<file path="src/rtl/sot_pkg.sv">
// Shared constants for the overhead termination block
package sot_pkg;

  // Frame geometry of one STS-1 / STM-0 frame, in bytes
  localparam int FRAME_ROWS = 9;
  localparam int FRAME_COLS = 90;
  localparam int TOH_COLS = 3;
  // Rows 0..2 hold section overhead, rows 3..8 line overhead
  localparam int SECTION_ROWS = 3;
  localparam int POINTER_ROW = 3;
  localparam int SDCC_ROW = 2;
  localparam int LDCC_FIRST_ROW = 5;
  localparam int LDCC_LAST_ROW = 7;
  // Row holding the section parity byte
  localparam int B1_ROW = 1;
  // Row holding the line parity byte
  localparam int B2_ROW = 4;

  // Counter widths
  localparam int ROW_W = 4;
  localparam int COL_W = 7;

  // Mode codes on the configuration input
  localparam logic [1:0] MODE_CODE_TRANSPARENT = 2'h0;
  localparam logic [1:0] MODE_CODE_SECTION = 2'h1;
  localparam logic [1:0] MODE_CODE_LINE = 2'h2;

  // Regenerated overhead values
  localparam logic [7:0] A1_VALUE = 8'hf6;
  localparam logic [7:0] A2_VALUE = 8'h28;
  localparam logic [7:0] J0_VALUE = 8'h01;
  localparam logic [3:0] H1_NDF_NORMAL = 4'h6;
  localparam logic [7:0] H3_VALUE = 8'h00;
  localparam logic [7:0] IDLE_OH_VALUE = 8'h00;

  // Ready threshold: free FIFO words needed to accept a byte
  localparam int READY_FREE_MIN = 3;

  // Active termination mode, latched at frame start
  typedef enum logic [1:0] {
    SOT_TRANSPARENT,
    SOT_SECTION,
    SOT_LINE
  } sot_mode_e;

endpackage

</file>
<file path="src/rtl/sot_fifo.sv">
// Small flip-flop FIFO with a registered head word
`timescale 1ns/10ps
module sot_fifo #(
  parameter int WIDTH = 9,
  parameter int DEPTH = 4
) (
  // Clock, reset, enable
  input wire logic clk_in,
  input wire logic rst_in,
  input wire logic ce_in,
  // Filling side
  input wire logic in_valid_in,
  input wire logic [WIDTH-1:0] in_data_in,
  output logic in_ready_out,
  output logic [$clog2(DEPTH+1)-1:0] free_out,
  // Draining side
  output logic out_valid_out,
  output logic [WIDTH-1:0] out_data_out,
  input wire logic out_ready_in
);

  localparam int PW = $clog2(DEPTH);
  localparam int CW = $clog2(DEPTH+1);

  // Whole module state
  typedef struct packed {
    logic [DEPTH-1:0][WIDTH-1:0] mem;
    logic [PW-1:0] wr_ptr;
    logic [PW-1:0] rd_ptr;
    logic [CW-1:0] count;
    logic head_valid;
    logic [WIDTH-1:0] head;
  } sot_fifo_s;

  sot_fifo_s st; // Current state
  sot_fifo_s next_st; // Next state
  logic push; // Word written this cycle
  logic pop; // Word moved into head

  // Honest flags from the counter
  assign in_ready_out = (st.count < CW'(DEPTH));
  assign free_out = CW'(DEPTH) - st.count;
  assign out_valid_out = st.head_valid;
  assign out_data_out = st.head;

  // Next-state logic
  always_comb begin
    next_st = st;
    push = in_valid_in && in_ready_out;
    pop = (st.count != '0) && (!st.head_valid || out_ready_in);
    // Write side
    if (push) begin
      next_st.mem[st.wr_ptr] = in_data_in;
      next_st.wr_ptr = (st.wr_ptr == PW'(DEPTH-1)) ? '0 : st.wr_ptr + 1'b1;
    end
    // Head register reload or drain
    if (pop) begin
      next_st.head = st.mem[st.rd_ptr];
      next_st.head_valid = 1'b1;
      next_st.rd_ptr = (st.rd_ptr == PW'(DEPTH-1)) ? '0 : st.rd_ptr + 1'b1;
    end else if (out_ready_in) begin
      next_st.head_valid = 1'b0;
    end
    // Occupancy
    if (push && !pop) begin
      next_st.count = st.count + 1'b1;
    end else if (pop && !push) begin
      next_st.count = st.count - 1'b1;
    end
  end

  // State register
  always_ff @(posedge clk_in) begin
    if (rst_in) begin
      st <= '0;
    end else if (ce_in) begin
      st <= next_st;
    end
  end

endmodule

</file>
<file path="src/rtl/sot_overhead_term.sv">
// SONET/SDH transport overhead termination stage with output FIFO
`timescale 1ns/10ps
module sot_overhead_term #(
  parameter int FIFO_DEPTH = 4
) (
  // Clock, reset, enable
  input wire logic CLOCK_IN,
  input wire logic RESET_IN,
  input wire logic CE_IN,
  // Static configuration
  input wire logic [1:0] MODE_IN,
  input wire logic MUX_VARIANT_IN,
  input wire logic SDCC_EN_IN,
  input wire logic LDCC_EN_IN,
  input wire logic [7:0] SDCC_BYTE_IN,
  input wire logic [7:0] LDCC_BYTE_IN,
  // Client byte stream
  input wire logic VALID_IN,
  input wire logic SOF_IN,
  input wire logic [7:0] DATA_IN,
  output logic READY_OUT,
  // Trunk byte stream
  output logic VALID_OUT,
  output logic SOF_OUT,
  output logic [7:0] DATA_OUT,
  input wire logic READY_IN
);

  localparam int FW = $clog2(FIFO_DEPTH+1);

  // Whole module state
  typedef struct packed {
    logic [sot_pkg::ROW_W-1:0] row; // Row of next byte
    logic [sot_pkg::COL_W-1:0] col; // Column of next byte
    sot_pkg::sot_mode_e mode_act; // Mode of current frame
    logic mux_act; // Variant of current frame
    logic sdcc_act; // Section DCC insert for frame
    logic ldcc_act; // Line DCC insert for frame
    logic rdy; // Registered ready to client
    logic stg_valid; // Stage holds a byte
    logic stg_sof; // Stage byte starts a frame
    logic [7:0] stg_data; // Stage byte
    logic [7:0] b1_acc; // Parity over frame in progress
    logic [7:0] b1_hold; // Parity of last whole frame
    logic [7:0] b2_acc; // Line parity in progress
    logic [7:0] b2_hold; // Line parity of last frame
  } sot_state_s;

  sot_state_s st; // Current state
  sot_state_s next_st; // Next state

  // FIFO handshake wires
  logic fifo_in_ready; // FIFO can take a word
  logic [FW-1:0] fifo_free; // Free words in FIFO
  logic fifo_out_valid; // Head word valid
  logic [8:0] fifo_out_data; // Head word

  // Per-byte decode
  logic take; // Byte accepted this cycle
  logic [sot_pkg::ROW_W-1:0] cur_row; // Row of accepted byte
  logic [sot_pkg::COL_W-1:0] cur_col; // Column of accepted byte
  sot_pkg::sot_mode_e use_mode; // Mode for accepted byte
  logic use_mux; // Variant for accepted byte
  logic use_sdcc; // Section DCC insert for byte
  logic use_ldcc; // Line DCC insert for byte
  logic in_toh; // Byte is transport overhead
  logic in_sec; // Byte is section overhead
  logic in_line; // Byte is line overhead
  logic regen; // Byte is replaced
  logic [7:0] regen_byte; // Replacement value
  logic [7:0] out_byte; // Byte leaving this stage
  sot_pkg::sot_mode_e cfg_mode; // Decoded configuration mode

  // Configuration code to mode
  always_comb begin
    case (MODE_IN)
      sot_pkg::MODE_CODE_SECTION: begin
        cfg_mode = sot_pkg::SOT_SECTION;
      end
      sot_pkg::MODE_CODE_LINE: begin
        cfg_mode = sot_pkg::SOT_LINE;
      end
      default: begin
        cfg_mode = sot_pkg::SOT_TRANSPARENT;
      end
    endcase
  end

  // Position and mode of the byte being accepted
  always_comb begin
    take = VALID_IN && st.rdy;
    if (SOF_IN) begin
      cur_row = '0;
      cur_col = '0;
      use_mode = cfg_mode;
      use_mux = MUX_VARIANT_IN;
      use_sdcc = SDCC_EN_IN;
      use_ldcc = LDCC_EN_IN;
    end else begin
      cur_row = st.row;
      cur_col = st.col;
      use_mode = st.mode_act;
      use_mux = st.mux_act;
      use_sdcc = st.sdcc_act;
      use_ldcc = st.ldcc_act;
    end
    in_toh = (cur_col < sot_pkg::COL_W'(sot_pkg::TOH_COLS));
    in_sec = in_toh && (cur_row < sot_pkg::ROW_W'(sot_pkg::SECTION_ROWS));
    in_line = in_toh && !in_sec;
  end

  // Replacement value for each overhead byte position
  always_comb begin
    regen_byte = sot_pkg::IDLE_OH_VALUE;
    case (cur_row)
      // Framing row: A1, A2, J0
      sot_pkg::ROW_W'(0): begin
        if (cur_col == sot_pkg::COL_W'(0)) begin
          regen_byte = sot_pkg::A1_VALUE;
        end else if (cur_col == sot_pkg::COL_W'(1)) begin
          regen_byte = sot_pkg::A2_VALUE;
        end else begin
          regen_byte = sot_pkg::J0_VALUE;
        end
      end
      // Section parity row
      sot_pkg::ROW_W'(sot_pkg::B1_ROW): begin
        if (cur_col == sot_pkg::COL_W'(0)) begin
          regen_byte = st.b1_hold;
        end
      end
      // Section DCC row
      sot_pkg::ROW_W'(sot_pkg::SDCC_ROW): begin
        if (use_sdcc) begin
          regen_byte = SDCC_BYTE_IN;
        end
      end
      // Pointer row keeps the incoming pointer value
      sot_pkg::ROW_W'(sot_pkg::POINTER_ROW): begin
        if (cur_col == sot_pkg::COL_W'(0)) begin
          regen_byte = {sot_pkg::H1_NDF_NORMAL, 2'h0, DATA_IN[1:0]};
        end else if (cur_col == sot_pkg::COL_W'(1)) begin
          regen_byte = DATA_IN;
        end else begin
          regen_byte = sot_pkg::H3_VALUE;
        end
      end
      // Line parity row
      sot_pkg::ROW_W'(sot_pkg::B2_ROW): begin
        if (cur_col == sot_pkg::COL_W'(0)) begin
          regen_byte = st.b2_hold;
        end
      end
      // Line DCC rows and the rest
      default: begin
        if (use_ldcc && cur_row >= sot_pkg::ROW_W'(sot_pkg::LDCC_FIRST_ROW)
            && cur_row <= sot_pkg::ROW_W'(sot_pkg::LDCC_LAST_ROW)) begin
          regen_byte = LDCC_BYTE_IN;
        end
      end
    endcase
  end

  // Which bytes are replaced in each mode
  always_comb begin
    regen = 1'b0;
    case (use_mode)
      sot_pkg::SOT_TRANSPARENT: begin
        if (use_mux) begin
          regen = in_toh && ((cur_row == '0 && cur_col < sot_pkg::COL_W'(2))
                  || (cur_row == sot_pkg::ROW_W'(sot_pkg::B1_ROW) && cur_col == '0)
                  || cur_row == sot_pkg::ROW_W'(sot_pkg::POINTER_ROW));
        end else begin
          regen = 1'b0;
        end
      end
      sot_pkg::SOT_SECTION: begin
        if (use_mux) begin
          regen = in_sec;
        end else begin
          regen = in_sec || in_line;
        end
      end
      sot_pkg::SOT_LINE: begin
        regen = in_sec || in_line;
      end
      default: begin
        regen = 1'b0;
      end
    endcase
    out_byte = regen ? regen_byte : DATA_IN;
  end

  // Next-state logic
  always_comb begin
    next_st = st;
    // Stage empties into the FIFO
    if (st.stg_valid && fifo_in_ready) begin
      next_st.stg_valid = 1'b0;
    end
    if (take) begin
      // Load stage
      next_st.stg_valid = 1'b1;
      next_st.stg_sof = SOF_IN;
      next_st.stg_data = out_byte;
      next_st.mode_act = use_mode;
      next_st.mux_act = use_mux;
      next_st.sdcc_act = use_sdcc;
      next_st.ldcc_act = use_ldcc;
      // Advance frame position
      if (cur_col == sot_pkg::COL_W'(sot_pkg::FRAME_COLS-1)) begin
        next_st.col = '0;
        if (cur_row == sot_pkg::ROW_W'(sot_pkg::FRAME_ROWS-1)) begin
          next_st.row = '0;
        end else begin
          next_st.row = cur_row + 1'b1;
        end
      end else begin
        next_st.col = cur_col + 1'b1;
        next_st.row = cur_row;
      end
      // Parity over outgoing frame
      if (SOF_IN) begin
        next_st.b1_hold = st.b1_acc;
        next_st.b1_acc = out_byte;
        next_st.b2_hold = st.b2_acc;
        next_st.b2_acc = '0;
      end else begin
        next_st.b1_acc = st.b1_acc ^ out_byte;
        if (!in_sec) begin
          next_st.b2_acc = st.b2_acc ^ out_byte;
        end
      end
    end
    // Ready only with room for stage and two more
    next_st.rdy = (fifo_free >= FW'(sot_pkg::READY_FREE_MIN));
  end

  // State register
  always_ff @(posedge CLOCK_IN) begin
    if (RESET_IN) begin
      st <= '0;
    end else if (CE_IN) begin
      st <= next_st;
    end
  end

  // Output buffer toward the trunk
  sot_fifo #(
    .WIDTH(9),
    .DEPTH(FIFO_DEPTH)
  ) u_fifo (
    .clk_in(CLOCK_IN),
    .rst_in(RESET_IN),
    .ce_in(CE_IN),
    .in_valid_in(st.stg_valid),
    .in_data_in({st.stg_sof, st.stg_data}),
    .in_ready_out(fifo_in_ready),
    .free_out(fifo_free),
    .out_valid_out(fifo_out_valid),
    .out_data_out(fifo_out_data),
    .out_ready_in(READY_IN)
  );

  // Registered outputs
  assign READY_OUT = st.rdy;
  assign VALID_OUT = fifo_out_valid;
  assign SOF_OUT = fifo_out_data[8];
  assign DATA_OUT = fifo_out_data[7:0];

endmodule

</file>
<file path="config.mk">
export PLATFORM = sky130hd
export DESIGN_NAME = sot_overhead_term
export DESIGN_NICKNAME = d
export VERILOG_FILES = /design/src/rtl/sot_pkg.sv /design/src/rtl/sot_fifo.sv /design/src/rtl/sot_overhead_term.sv
export SDC_FILE = /design/constraint.sdc
export NUM_CORES = 1
export LEC_CHECK = 0
export BUFFER_PORTS_ARGS = -buffer_cell sky130_fd_sc_hd__buf_2
export CAP_MARGIN = 20
export CORE_AREA = 10 10 116 118
export DETAILED_ROUTE_END_ITERATION = 10
export DIE_AREA = 0 0 126 128
export PLACE_DENSITY = 0.76
export SYNTH_ARGS = -nofsm -noshare
export SYNTH_HDL_FRONTEND = slang
export SYNTH_HIERARCHICAL = 1
export SYNTH_SLANG_ARGS = --single-unit
</file>
<file path="constraint.sdc">
create_clock -name CLOCK_IN -period 2.7 [get_ports CLOCK_IN]
set_clock_uncertainty 0.05 [all_clocks]
set_input_delay 0.54 -clock CLOCK_IN [delete_from_list [all_inputs] [get_ports CLOCK_IN]]
set_output_delay 0.54 -clock CLOCK_IN [all_outputs]
set_load 0.05 [all_outputs]
</file>
# After elaboration in Yosys (flattened, before gate mapping)
# Index checks and enable logic that the tools add are counted.
# op_classes
n_lt_le_gt_ge,10
reduce_logical,36
eq_ne,14
muxes,40
addsub,7
bitwise,2
# ops
cell,count
$mux 8,13
$mux 42,1
$pmux 8 s5,1
$bwmux 36,1
$bmux 9 s2,1
$demux 9 s2,1
$mux 9,2
$xor 8x8->8,2
$lt 7x2->1 const B,2
$logic_and 1x1->1,13
$reduce_and 2->1,6
$mux 11,1
$eq 2x2->1 const B,4
$eq 4x2->1 const B,2
$mux 1,8
$mux 4,2
$add 7x1->7 const B,1
$eq 7x1->1 const B,1
$eq 7x7->1 const B,1
$logic_not 7->1,1
$mux 7,1
$lt 2x3->1 const B,2
$mux 2,3
$mux 3,2
other kinds (26),37
# totals
output_inout_bits,11
input_bits,35
register_bits,112
wordCells,132

# Longest topological paths before layout
# logic_depth
ltp_word,13
depth_mapped,12
ltp_nobuf,11

# By module
# The synthesis kept the hierarchy.
# by_module_without_submodules
module,n_inst,cells_per_inst,seq_area_each_um2,area_each_um2
sot_overhead_term,1,437,1181.1,3435.8
sot_fifo,1,276,1061.0,2571.2

# Worst setup path after synthesis
# Ideal clock, no wire load.
# synth_path
path_kind,input-to-reg
from,in SOF_IN
to,"reg, netlist name st[9]"
n_path_buf,2
setup_ns,0.072
arrival_time_ns,2.654
cell_stages,11
slack_ns,-0.076
cell_sequence,buf_6 inv_1 nand2_1 ha_1 clkbuf_1 or4_1 a21oi_1 nand3_1 and4b_1 a211oi_1 mux2i_1
# synth_lines
element,line,rtl
"start, declared",sot_overhead_term.sv:19,"input wire logic SOF_IN,"

==> flow_summary.toml <==
[place]
dp_hpwl_um = 11800
place.gp.congestion = 0.977
dp_slack_ns = -0.222
port_buffers = 45

[cells_and_area]
diodes = 0
num-fill-cells = 1003
final_cell_mix = "dfxtp_1 (112), a21oi_1 (86), nand2_1 (82)"
layout_commonest_cell = "dfxtp_1"
nets = 798
area_growth_pct = 12.7
drive_above_1_share_pct = 19.8

[sta]
relSlewSlack_pct = 55.5
rsz0062_at_grt = "false"
max_freq_mhz = 395
setup_violations = 0
fin_ws_ns = 0.169
slew_viol_final = 0
period_needed_ns = 2.53
hold_viol_final = 0
tns_ns = 0
period_share_pct = 93.7
tightest_slew_ns = 0.667

[setup_path]
rr_endpoint = "st[30]"
crit_buf_inv = 4
crit_path_end_kind = "register"
critPathMaxStageDelay_ns = 0.44
path_class = "in2reg"
critPathMaxFanout = 4
r2r.worst_path.cells = 10
startpoint_type = "input port"
r2r_setup_slack_ns = 0.17
startpoint = "SOF_IN"
required_ns = 2.94
slowest_stage = "or4_1"
cp_data_arrival_time_ns = 2.77
r2r-start = "st[55]"
critPathTopFamily = "simple AND/OR/NAND/NOR gates"
path_cells = "buf_2 -> inv_2 -> nand2_1 -> inv_1 -> buf_4 -> ha_1 -> or4_1 -> a21oi_2 -> nand3_1 -> and4b_1 -> a211oi_2 -> mux2i_1"

[floorplan]
initial_core_util_pct = 53.5
rows = 39
die_x_um = 126
io_pins = 46
core_sq_um = 11200
die_h_um = 128
dieArea_sq_um = 16100

[logic_synthesis]
synthMuxAreaShare_pct = 7.06
syn_inst = 713
ys.flop_type = "dfxtp_1"
yosys.area_share.simple_pct = 22.4
synth_compound_area_share_pct = 23.5
synth_seq_cells = 112
async_flop_share_pct = 0
yosys_warnings = 6
synthAdderAreaFrac_pct = 3.04
synth_edf_count = 0
synth_fp_nets = 762
syn_avg_cell_area_sq_um = 8.42
synth_area_sq_um = 6010
synth_xor_area_share_pct = 0.292
yosysSeqAreaShare_pct = 37.3
synth_top_family_by_area = "compound AO/OA/AOI/OAI gates"
yosysUniqueCellTypes = 71

[routing]
dr.pass1.iters = 7
drtAntennaViolNets = 0
wl_per_cell_um = 18.3
drt_iter0_markers = 572
routed_via_density = 6.18
vias = 5546
finalWirelength_um = 16400
remaining_drc_errors = 0

[hold_path]
hold_start = "LDCC_EN_IN"
holdPathStages = 3
hold_path_end = "st[43]"
min_path_type = "in2reg"

[status]
status = "complete, no violations"

[global_route]
grt_pass1_wl_um = 27000
grt_max_degree = 52
grtUsageTotal_pct = 20.0
grt_pass1_vias = 5388
grt_overflow_total = 0
antenna_found_initial = 0

[clock_tree]
cts_sinks = 112
root_buffer = "clkbuf_16"
path_clk_slew_ns = 0.08
cts_max_level = 3
holdBufCountCts = 0
cts_tree = "built"
cts_buffer_depth = 2
clk_latency_ns = 0.36
numCtsBuffers = 9
cts_setup_buffers = 0
postCtsResizedCells = 0

[power]
clkPwrFrac_pct = 33.3
switching_share_pct = 31.5
p_int_mw = 2.72
p_per_area_nw_per_um2 = 585
p_leak_nw = 2.55
vdd_drop_max_uv = 535
pwr-share-seq_pct = 45.9
power_frac_comb_pct = 20.7
switchingPower_mw = 1.25
p_total_mw = 3.96

[run]
maxCapViolCount = 0
-- synth_stat cells, drive strengths merged, types with 3 or more instances --
master  count  area share, %
mux2i      21            3.5
nor2       29            1.8
dfxtp     112             37
a22o        9            1.3
mux4        9            3.4
inv        14           0.87
nand3      48            4.1
nand4b      4            1.0
nor2b       9           0.94
a21oi      88            7.4
a211oi     14            2.0
and2       10            1.0
and4b       6            1.0
o31ai       4           0.50
buf        30            3.4
a32oi       6           0.87
o21ai      53            4.5
nand4       3           0.31
a31oi      11            1.1
nand2b     10            1.0
ha         13            2.7
a21o       12            1.5
o211ai      3           0.37
nor4        5           0.77
or4         4           0.56
o21ba       3           0.50
clkbuf     34            2.1
nand2      82            5.1
and3        8           0.83
or3        11            1.1
nor3       10           0.92
-- registers in the layout, summed over array words and instances, names as in the netlist --
| name | flops |
|---|---|
| u_fifo/out_data_out | 9 |
| READY_OUT | 1 |
| u_fifo/out_valid_out | 1 |
| u_fifo/st | 43 |
| st | 58 |
-- through the flow --
step | hold slack [ns] | cell area, sq um | cells | util (%)
6_report | 0.368 | 6770 | 897 | 60.3
5_1_grt | 0.406 | 6770 | 897 | 60.3
4_1_cts | 0.362 | 6760 | 897 | 60.3
3_5_place_dp | 0.404 | 6470 | 881 | 57.6
3_3_place_gp | 0.389 | 6440 | 880 | 57.4
2_1_floorplan | 0.382 | 6040 | 713 | -
-- worst max path at each step --
stage	endpoint	slack, ns	cells past startpoint
3_5_place_dp	st[13]	-0.22	11
2_1_floorplan	st[25]	0.05	11
5_1_grt	st[30]	0.002	10
6_report	st[25]	0.17	12
4_1_cts	st[13]	0.12	9
3_3_place_gp	st[13]	-0.17	11
-- worst reg2reg max path: cells and delay by family, from the launching register on --
kind / cells / cell delay (ns)
AO/OA/AOI/OAI: 4 / 1.12
flip-flops: 1 / 0.34
AND/OR/NAND/NOR: 2 / 0.30
buffers and inverters: 2 / 0.26
adder cells (fa/ha/maj): 1 / 0.20
multiplexers: 1 / 0.19
-- layer usage --
layer  vias up  track usage [%]  routed length (um)
li1       2669                -                   -
met1      2652             25.4                7280
met2       198             32.7                7830
met3        27             4.14                 995
met4         0             7.37                 325
met5         -                0                   0
-- layout make-up --
type                            instances  area [sq um]  area share (%)
Inverter                               14          52.6           0.776
Clock buffer                           10           229            3.38
Clock inverter                          6          66.3           0.979
Sequential cell                       112          2240            33.1
Multi-Input combinational cell        523          3420            50.6
Tap cell                              143           179            2.64
Timing Repair Buffer                   89           578            8.54
-- power groups by stage --
stage | sequential, mW | combinational [mW] | clock (mW)
global placement | 1.86 | 0.779 | 0
detailed placement | 1.86 | 0.812 | 0
CTS | 1.82 | 0.815 | 1.34
finish | 1.82 | 0.822 | 1.32
global route | 1.84 | 0.903 | 1.40
floorplan | 1.85 | 0.591 | 0
-- cell families after synthesis --
logic type               after synthesis
XOR/XNOR                               2
AND/OR/NAND/NOR                      250
adder cells (fa/ha/maj)               14
buffers and inverters                 78
AO/OA/AOI/OAI                        226
multiplexers                          31
flip-flops                           112
No activity file was read; power rests on OpenSTA's default activity.
